--- src/phy_mgmt_pkg.sv ---
package phy_mgmt_pkg;
  // Register offsets (word index on the plain port)
  localparam logic [7:0] ADDR_MS_STATUS = 8'h0a;
  localparam logic [7:0] ADDR_MMD_CTRL = 8'h0d;
  localparam logic [7:0] ADDR_MMD_WINDOW = 8'h0e;
  localparam logic [7:0] ADDR_EXT_STATUS = 8'h0f;
  localparam logic [7:0] ADDR_FUNC_CTRL = 8'h10;
  localparam logic [7:0] ADDR_IRQ_STATUS = 8'h20;
  localparam logic [7:0] ADDR_IRQ_MASK = 8'h21;
  // Master/slave status fields
  localparam int MS_FAULT_BIT = 15;
  localparam int MS_RES_BIT = 14;
  localparam int MS_LRX_BIT = 13;
  localparam int MS_RRX_BIT = 12;
  localparam int MS_LP_HD_BIT = 11;
  localparam int MS_LP_FD_BIT = 10;
  localparam int IDLE_CNT_MSB = 7;
  // MMD control fields
  localparam int FUNC_MSB = 15;
  localparam int FUNC_LSB = 14;
  localparam int UNIT_MSB = 4;
  // Function control fields and reset
  localparam int XOVER_MSB = 6;
  localparam int XOVER_LSB = 5;
  localparam int CRS_TX_BIT = 3;
  localparam int SQE_BIT = 2;
  localparam int POL_BIT = 1;
  localparam int JAB_BIT = 0;
  localparam logic [1:0] XOVER_RESET = 2'h3;
  localparam logic [15:0] EXT_STATUS_VALUE = 16'h0080;
  // Interrupt bits
  localparam int IRQ_FAULT = 0;
  localparam int IRQ_IDLE_ERR = 1;
  localparam int IRQ_WIDTH = 2;
  // MMD function codes
  typedef enum logic [1:0]
  {
    MMD_ADDRESS = 2'h0,
    MMD_DATA = 2'h1,
    MMD_DATA_INC_RW = 2'h2,
    MMD_DATA_INC_WR = 2'h3
  } mmd_func_t;
  // Crossover modes
  typedef enum logic [1:0]
  {
    XOVER_MDI = 2'h0,
    XOVER_MDIX = 2'h1,
    XOVER_RSVD = 2'h2,
    XOVER_AUTO = 2'h3
  } xover_t;
  // MMD unit selectors
  localparam logic [4:0] UNIT_MMD1 = 5'h01;
  localparam logic [4:0] UNIT_MMD3 = 5'h03;
  localparam logic [4:0] UNIT_MMD7 = 5'h07;
endpackage : phy_mgmt_pkg

--- src/phy_mgmt_ctrl_status_regs.sv ---
`timescale 1ns/1ps
// What this block does
// RULE1: Fault flag latches; clears on read, AN edges
// RULE2: Resolution bit: 1 master, 0 slave
// RULE3: Local and remote receiver bits read zero
// RULE4: Partner gigabit duplex abilities in bits 11:10
// RULE5: Eight-bit idle error counter, clears on read
// RULE6: Function field selects address or data modes
// RULE7: Five-bit unit selector picks MMD 1/3/7
// RULE8: Window is address in mode 00, else data
// RULE9: Host writes address first, then data function
// RULE10: Extended status gigabit bits read zero
// RULE11: Crossover field resets auto, four encodings
// RULE12: Crossover applies only after software reset
// RULE13: CRS on transmit only when bit 3 set
// RULE14: SQE test off in full duplex
// RULE15: Polarity reversal on by default; off forces normal; code forces normal only in 10M, reversal stays on otherwise
// RULE16: Jabber only in 10M; bit 0 disables
module phy_mgmt_ctrl_status_regs
  import phy_mgmt_pkg::*;
(
  // Clock and reset
  input wire logic CLK_SYS,
  input wire logic RSTN,
  // Register port
  input wire logic [7:0] ADDR,
  input wire logic [15:0] WDATA,
  input wire logic WR,
  input wire logic RD,
  output logic [15:0] RDATA,
  // Status from the link engine (same clock)
  input wire logic MS_FAULT_EVENT,
  input wire logic MS_RESOLVED_MASTER,
  input wire logic LP_GIG_HALF,
  input wire logic LP_GIG_FULL,
  input wire logic IDLE_ERROR,
  input wire logic AN_ENABLE,
  input wire logic AN_COMPLETE,
  input wire logic SOFT_RESET,
  // Link mode from the data path
  input wire logic FULL_DUPLEX,
  input wire logic MODE_10M,
  input wire logic TX_ACTIVE,
  input wire logic RX_ACTIVE,
  // MMD access port
  output logic [4:0] MMD_UNIT,
  output logic [15:0] MMD_ADDR,
  output logic [15:0] MMD_WDATA,
  output logic MMD_WR,
  output logic MMD_RD,
  input wire logic [15:0] MMD_RDATA,
  // Controls to the data path
  output logic [1:0] XOVER_MODE,
  output logic CRS,
  output logic SQE_TEST_EN,
  output logic POL_REVERSAL_EN,
  output logic JABBER_EN,
  // Interrupt
  output logic IRQ
);
  import phy_mgmt_pkg::*;

  logic ms_fault; // Latched fault flag
  logic [7:0] idle_count; // Idle error counter
  logic [1:0] mmd_func; // Function field
  logic [4:0] mmd_unit_select; // Unit selector
  logic [15:0] mmd_addr; // Stored MMD register address
  logic [1:0] crossover_select; // Software view of crossover
  logic [1:0] xover_active; // Applied crossover mode
  logic crs_on_tx; // CRS on transmit enable
  logic sqe_en; // SQE test request
  logic pol_en; // Polarity reversal enable
  logic jab_dis; // Jabber disable
  logic [IRQ_WIDTH-1:0] irq_status; // Sticky events
  logic [IRQ_WIDTH-1:0] irq_mask; // Interrupt enables
  logic an_enable_d; // Delayed AN enable for edge
  logic an_complete_d; // Delayed AN complete for edge
  logic rd_ms; // Read of master/slave status
  logic wr_window; // Write to window
  logic rd_window; // Read of window
  logic data_mode; // Window carries data
  logic inc_on_rd; // Post increment after read
  logic inc_on_wr; // Post increment after write
  logic [15:0] next_rdata; // Read mux result

  // Address match helper used by every decode
  function automatic logic hit(input logic [7:0] a, input logic [7:0] r);
    hit = (a == r);
  endfunction : hit

  assign rd_ms = RD && hit(ADDR, ADDR_MS_STATUS);
  assign wr_window = WR && hit(ADDR, ADDR_MMD_WINDOW);
  assign rd_window = RD && hit(ADDR, ADDR_MMD_WINDOW);
  // Any non-address function makes the window a data port
  assign data_mode = (mmd_func != MMD_ADDRESS); // [RULE8]
  assign inc_on_rd = (mmd_func == MMD_DATA_INC_RW); // [RULE6]
  assign inc_on_wr = (mmd_func == MMD_DATA_INC_RW)
    || (mmd_func == MMD_DATA_INC_WR); // [RULE6]

  // Edge history for the fault clear conditions
  always_ff @(posedge CLK_SYS)
  begin
    if (!RSTN)
    begin
      an_enable_d <= 1'b0;
      an_complete_d <= 1'b0;
    end
    else
    begin
      an_enable_d <= AN_ENABLE;
      an_complete_d <= AN_COMPLETE;
    end
  end

  // Fault flag; a new fault wins over any clear
  always_ff @(posedge CLK_SYS)
  begin
    if (!RSTN)
      ms_fault <= 1'b0;
    else if (MS_FAULT_EVENT)
      ms_fault <= 1'b1; // [RULE1]
    else if (rd_ms || (AN_ENABLE && !an_enable_d)
             || (AN_COMPLETE && !an_complete_d))
      ms_fault <= 1'b0; // [RULE1]
  end

  // Idle error counter, saturates, cleared by reading it
  always_ff @(posedge CLK_SYS)
  begin
    if (!RSTN)
      idle_count <= 8'h00; // [RULE5]
    else if (rd_ms)
      idle_count <= IDLE_ERROR ? 8'h01 : 8'h00; // [RULE5]
    else if (IDLE_ERROR && idle_count != 8'hff)
      idle_count <= idle_count + 8'h01; // [RULE5]
  end

  // MMD access control register
  always_ff @(posedge CLK_SYS)
  begin
    if (!RSTN)
    begin
      mmd_func <= MMD_ADDRESS;
      mmd_unit_select <= 5'h00;
    end
    else if (WR && hit(ADDR, ADDR_MMD_CTRL))
    begin
      mmd_func <= WDATA[FUNC_MSB:FUNC_LSB]; // [RULE6]
      mmd_unit_select <= WDATA[UNIT_MSB:0]; // [RULE7]
    end
  end

  // Stored MMD address; window writes land here in address mode
  always_ff @(posedge CLK_SYS)
  begin
    if (!RSTN)
      mmd_addr <= 16'h0000;
    else if (wr_window && !data_mode)
      mmd_addr <= WDATA; // [RULE8]
    else if ((wr_window && inc_on_wr) || (rd_window && inc_on_rd))
      mmd_addr <= mmd_addr + 16'h0001; // [RULE6]
  end

  // Strobes forwarded to the selected MMD in data mode
  always_ff @(posedge CLK_SYS)
  begin
    if (!RSTN)
    begin
      MMD_WR <= 1'b0;
      MMD_WDATA <= 16'h0000;
    end
    else
    begin
      MMD_WR <= wr_window && data_mode; // [RULE8]
      if (wr_window && data_mode)
        MMD_WDATA <= WDATA;
    end
  end

  // Read strobe is combinational so data is back next cycle
  assign MMD_RD = rd_window && data_mode; // [RULE8]
  assign MMD_ADDR = mmd_addr;
  // Unsupported selector codes are passed on; MMD decides
  assign MMD_UNIT = mmd_unit_select; // [RULE7]

  // Function control register
  always_ff @(posedge CLK_SYS)
  begin
    if (!RSTN)
    begin
      crossover_select <= XOVER_RESET; // [RULE11]
      crs_on_tx <= 1'b0;
      sqe_en <= 1'b0;
      pol_en <= 1'b1; // [RULE15]
      jab_dis <= 1'b0; // [RULE16]
    end
    else if (WR && hit(ADDR, ADDR_FUNC_CTRL))
    begin
      crossover_select <= WDATA[XOVER_MSB:XOVER_LSB]; // [RULE11]
      crs_on_tx <= WDATA[CRS_TX_BIT];
      sqe_en <= WDATA[SQE_BIT];
      pol_en <= WDATA[POL_BIT];
      jab_dis <= WDATA[JAB_BIT];
    end
  end

  // Applied crossover follows the field only on software reset
  always_ff @(posedge CLK_SYS)
  begin
    if (!RSTN)
      xover_active <= XOVER_RESET;
    else if (SOFT_RESET)
      xover_active <= crossover_select; // [RULE12]
  end

  // Data path controls, registered
  always_ff @(posedge CLK_SYS)
  begin
    if (!RSTN)
    begin
      CRS <= 1'b0;
      SQE_TEST_EN <= 1'b0;
      POL_REVERSAL_EN <= 1'b1;
      JABBER_EN <= 1'b0;
    end
    else
    begin
      // Full-duplex 10M never raises CRS on transmit
      CRS <= RX_ACTIVE || (TX_ACTIVE && crs_on_tx
             && !(MODE_10M && FULL_DUPLEX)); // [RULE13]
      SQE_TEST_EN <= sqe_en && !FULL_DUPLEX; // [RULE14]
      // Outside 10M polarity handling is not gated here
      POL_REVERSAL_EN <= pol_en || !MODE_10M; // [RULE15]
      JABBER_EN <= MODE_10M && !jab_dis; // [RULE16]
    end
  end
  assign XOVER_MODE = xover_active;

  // Interrupt status; set wins over write-one-to-clear
  always_ff @(posedge CLK_SYS)
  begin
    if (!RSTN)
      irq_status <= '0;
    else
    begin
      for (int i = 0; i < IRQ_WIDTH; i++)
      begin
        if ((i == IRQ_FAULT && MS_FAULT_EVENT)
            || (i == IRQ_IDLE_ERR && IDLE_ERROR))
          irq_status[i] <= 1'b1;
        else if (WR && hit(ADDR, ADDR_IRQ_STATUS) && WDATA[i])
          irq_status[i] <= 1'b0;
      end
    end
  end

  // Interrupt mask
  always_ff @(posedge CLK_SYS)
  begin
    if (!RSTN)
      irq_mask <= '0;
    else if (WR && hit(ADDR, ADDR_IRQ_MASK))
      irq_mask <= WDATA[IRQ_WIDTH-1:0];
  end
  assign IRQ = |(irq_status & irq_mask);

  // Read mux
  always_comb
  begin
    next_rdata = 16'h0000;
    unique case (1'b1)
      hit(ADDR, ADDR_MS_STATUS):
      begin
        next_rdata[MS_FAULT_BIT] = ms_fault; // [RULE1]
        next_rdata[MS_RES_BIT] = MS_RESOLVED_MASTER; // [RULE2]
        next_rdata[MS_LRX_BIT] = 1'b0; // [RULE3]
        next_rdata[MS_RRX_BIT] = 1'b0; // [RULE3]
        next_rdata[MS_LP_HD_BIT] = LP_GIG_HALF; // [RULE4]
        next_rdata[MS_LP_FD_BIT] = LP_GIG_FULL; // [RULE4]
        next_rdata[IDLE_CNT_MSB:0] = idle_count; // [RULE5]
      end
      hit(ADDR, ADDR_MMD_CTRL):
      begin
        next_rdata[FUNC_MSB:FUNC_LSB] = mmd_func;
        next_rdata[UNIT_MSB:0] = mmd_unit_select;
      end
      hit(ADDR, ADDR_EXT_STATUS):
        next_rdata = EXT_STATUS_VALUE; // [RULE10]
      hit(ADDR, ADDR_FUNC_CTRL):
      begin
        next_rdata[XOVER_MSB:XOVER_LSB] = crossover_select;
        next_rdata[CRS_TX_BIT] = crs_on_tx;
        next_rdata[SQE_BIT] = sqe_en;
        next_rdata[POL_BIT] = pol_en;
        next_rdata[JAB_BIT] = jab_dis;
      end
      hit(ADDR, ADDR_IRQ_STATUS):
        next_rdata[IRQ_WIDTH-1:0] = irq_status;
      hit(ADDR, ADDR_IRQ_MASK):
        next_rdata[IRQ_WIDTH-1:0] = irq_mask;
      default:
        next_rdata = 16'h0000;
    endcase
  end

  // Read data register; window data comes straight from the MMD
  // The MMD answers in the strobe cycle, so its data is caught here
  always_ff @(posedge CLK_SYS)
  begin
    if (!RSTN)
      RDATA <= 16'h0000;
    else if (rd_window && data_mode)
      RDATA <= MMD_RDATA; // [RULE8]
    else if (rd_window)
      RDATA <= mmd_addr; // [RULE8]
    else if (RD)
      RDATA <= next_rdata;
  end
endmodule : phy_mgmt_ctrl_status_regs

--- config.mk ---
export PLATFORM = sky130hd
export DESIGN_NAME = phy_mgmt_ctrl_status_regs
export DESIGN_NICKNAME = d
export VERILOG_FILES = /design/src/phy_mgmt_pkg.sv /design/src/phy_mgmt_ctrl_status_regs.sv
export SDC_FILE = /design/constraint.sdc
export NUM_CORES = 1
export LEC_CHECK = 0
export BUFFER_PORTS_ARGS = -buffer_cell sky130_fd_sc_hd__buf_2
export CAP_MARGIN = 5
export CORE_MARGIN = 5
export CORE_UTILIZATION = 30
export DETAILED_ROUTE_END_ITERATION = 8
export GPL_TIMING_DRIVEN = 1
export SETUP_SLACK_MARGIN = 0.02
export SLEW_MARGIN = 5
export SYNTH_ARGS = -nofsm -noshare
export SYNTH_HDL_FRONTEND = slang
export SYNTH_SLANG_ARGS = --single-unit
--- constraint.sdc ---
create_clock -name CLK_SYS -period 3 [get_ports CLK_SYS]
set_input_delay 0.3 -clock CLK_SYS [delete_from_list [all_inputs] [get_ports CLK_SYS]]
set_output_delay 0.3 -clock CLK_SYS [all_outputs]
set_load 0.02 [all_outputs]
==> run summary <==
Status - finished, final reports clean
Leakage power - 0.002026 uW
Fin worst setup slack - 0.8748 ns
Reg2reg setup slack - 0.87 ns
CP max stage cell - or4_4
PD cells - 469.5 mW/mm^2
DRC - 0
CTS resizes - 0
RSZ-0062 raised after global routing - no
Gate Count Post-Synth - 502
Reg clk slew, reported paths - 0.06 ns
Area fraction of the dominant cell type after synthesis - 0.4015
Int Power - 1863 uW
Predominant post-synthesis flop cell - dfxtp_1
Top cells by count, synth - 83 x dfxtp_1, 74 x nand2_1, 42 x o21ai_0
Largest net degree at the start of global routing - 48
Row count - 43
Max-cap violations - 0
Sequential power share - 0.463
Setup tns final - 0 ns
EDFF count, synth - 0
Syn-to-layout area delta - 25.54%
Fmax - 470.5 MHz
Mean routed wirelength per cell - 17.89 um
Top post-synthesis cells by area - dfxtp_1 40%, nand2_1 6.7%, o21ai_0 5.1%
Setup crit start kind - register
Post-CTS Setup Repair Bufs - 0
Combinational power share - 0.078
CTS buffer count - 9
Detailed Route WL - 14170 um
Max-slew headroom - 0.4516
Worst r2r src - MMD_ADDR[4]
Syn nets - 560
Clk_lat worst skew - 0.35 ns
Max incr delay on CP - 0.58 ns
Sw frac - 0.2366
Core ar. - 0.01372 mm^2
# hold bufs at CTS - 0
Switching power - 577.2 uW
HPWL Detailed - 10790 um
DP Area - 0.004901 mm^2
Starting density of the core - 0.3017
Root Buffer - clkbuf_16
Post-DRT Antenna Nets - 0
Critical path, cell by cell - nand4_1, or4_4, or4_1, a31oi_1
Tot GR Track Use - 0.1749
Grt total ovfl - 0
Post-synth cell types - 51
CTS sink cnt - 83
Vias in the first global route - 4061
Worst Max-Slew Pin Slew - 0.8226 ns
Hold path cells - 2
Max-slew violation count - 0
Worst vdd ir - 235.1 uV
Height of the die - 127.5 um
Fin. Hold Viols - 0
TritonRoute pass-1 iters - 5
# setup viols final - 0
Post-route minimum period - 2.125 ns
Iteration-0 DRC Markers - 404
Io pins - 118
Worst-path fanout max - 8
Total of warnings raised by yosys - 0
Clock Path Buffers - 2
Die area - 0.01625 mm^2
Die X - 127.5 um
R2r endpoint - MMD_ADDR[15]
Register area share after synthesis - 0.4015
Async SR Flop Fraction - 0
Layout cells sized above 1 - 0.2484
Count leader, synth - dfxtp_1
Worst EP arrival - 2.40 ns
CTS tree - yes
Worst hold path startpoint - RX_ACTIVE
H-tree lvl count - 3
Worst-case clock skew - 0.006048 ns
Final instance area - 0.005196 mm^2
Initial antenna violation count - 0
Nature of the critical path endpoint - register
CP Class - reg2reg
Post-Place Setup Slack - 0.6818 ns
Clock power frac - 0.459
Wire length of the first global-routing pass - 22220 um
Period utilisation layout - 0.7084
Nets - 665
Worst R2R Path Depth - 4
Hold WC Path Type - in2reg
DR vias - 4270
PortBufs - 117
Final GP Congestion - 0.8580
Synth Area per Inst - 8.245 um^2
Mapped cell area - 0.004139 mm^2
Post-DR vias/cell - 5.391
Number of diodes - 0
Seq cells post-synth - 83
Cell taking the most area after synthesis - dfxtp_1
WP data required - 3.27 ns
Worst hold path endpoint - CRS
-- worst max-delay path by stage --
stage	slack, ns	from	end	cells past startpoint
CTS	0.90	MMD_ADDR[4]	MMD_ADDR[11]	4
detailed placement	0.68	ADDR[2]	MMD_ADDR[12]	6
floorplan	0.93	ADDR[4]	MMD_ADDR[15]	5
global placement	0.73	ADDR[4]	MMD_ADDR[15]	5
finish	0.87	MMD_ADDR[4]	MMD_ADDR[15]	4
global route	0.74	mmd_func[1]	MMD_ADDR[14]	4
-- power by group through the flow --
stage | Sequential [uW] | Clock (uW) | Combinational, uW
2_1_floorplan | 1160 | 0 | 85.2
3_3_place_gp | 1150 | 0 | 186
3_5_place_dp | 1150 | 0 | 190
4_1_cts | 1130 | 1160 | 191
5_1_grt | 1130 | 1190 | 211
6_report | 1130 | 1120 | 190
-- state kept, by name, indices dropped and copies added, names as in the netlist, 5 cells and up --
signal / flops
MMD_ADDR: 16
MMD_UNIT: 5
MMD_WDATA: 16
RDATA: 16
idle_count: 8
-- per-stage QoR --
step | total power, uW | hold slack (ns) | instances | utilization
floorplan | 1249 | 0.4033 | 502 | -
global placement | 1339 | 0.4377 | 776 | 0.3572
detailed placement | 1344 | 0.4610 | 776 | 0.3572
CTS | 2476 | 0.1547 | 792 | 0.3788
global route | 2532 | 0.1660 | 792 | 0.3788
finish | 2440 | 0.1605 | 792 | 0.3788
-- worst max-delay path, delay by kind of cell, from the launching register on --
kind             cells  cell delay (ns)
AO/OA/AOI/OAI        1             0.16
flip-flops           1             0.53
AND/OR/NAND/NOR      3             1.37
-- cell type report --
type / instances / area, um^2
fill: 1420 / 8523
clock inverter: 4 / 48.80
timing repair buffer: 128 / 668.1
inverter: 10 / 37.54
clock buffer: 12 / 246.5
tap: 180 / 225.2
sequential: 83 / 1662
multi-input combinational: 375 / 2308
-- cells in the final DEF (no fill, tap or decap), drive strengths merged, types with 4 or more instances in the layout --
| cell type | Yosys | final |
|---|---|---|
| buf | 4 | 128 |
| dfxtp | 83 | 83 |
| nand2 | 74 | 74 |
| o21ai | 42 | 42 |
| nor2b | 21 | 21 |
| a31oi | 20 | 20 |
| a21boi | 19 | 19 |
| a21oi | 18 | 18 |
| mux2i | 17 | 17 |
| nand3 | 14 | 14 |
| nand4 | 12 | 12 |
| or3 | 12 | 12 |
| clkbuf | 30 | 12 |
| nor2 | 11 | 11 |
| inv | 10 | 11 |
| nor3 | 10 | 10 |
| and2 | 9 | 9 |
| and3 | 8 | 8 |
| or4 | 8 | 8 |
| and4 | 7 | 7 |
| o21a | 7 | 7 |
| o2111ai | 6 | 6 |
| o31ai | 6 | 6 |
| xor2 | 5 | 5 |
| o22ai | 4 | 4 |
| a41oi | 4 | 4 |
| nor4b | 4 | 4 |
-- per-layer routing --
metal	share of wire	routed length, um	vias to the layer above	global-route usage
met4	0.024	338	0	0.07319
met1	0.46	6482	2042	0.2397
met3	0.071	1007	24	0.04222
li1	-	-	2051	-
met2	0.45	6339	153	0.2623
met5	0	0	-	0
-- cell families after synthesis --
| logic type | Yosys count | synth area share |
|---|---|---|
| DFF | 83 | 0.4015 |
| xor gates and xnor gates | 5 | 0.01058 |
| muxes | 20 | 0.04927 |
| AOI/OAI and AO/OA | 141 | 0.2189 |
| and+or+nand+nor | 207 | 0.2730 |
| buffers and inverters | 44 | 0.04081 |
| adders and majority gates | 2 | 0.006045 |
No activity file was read; power rests on OpenSTA's default activity.
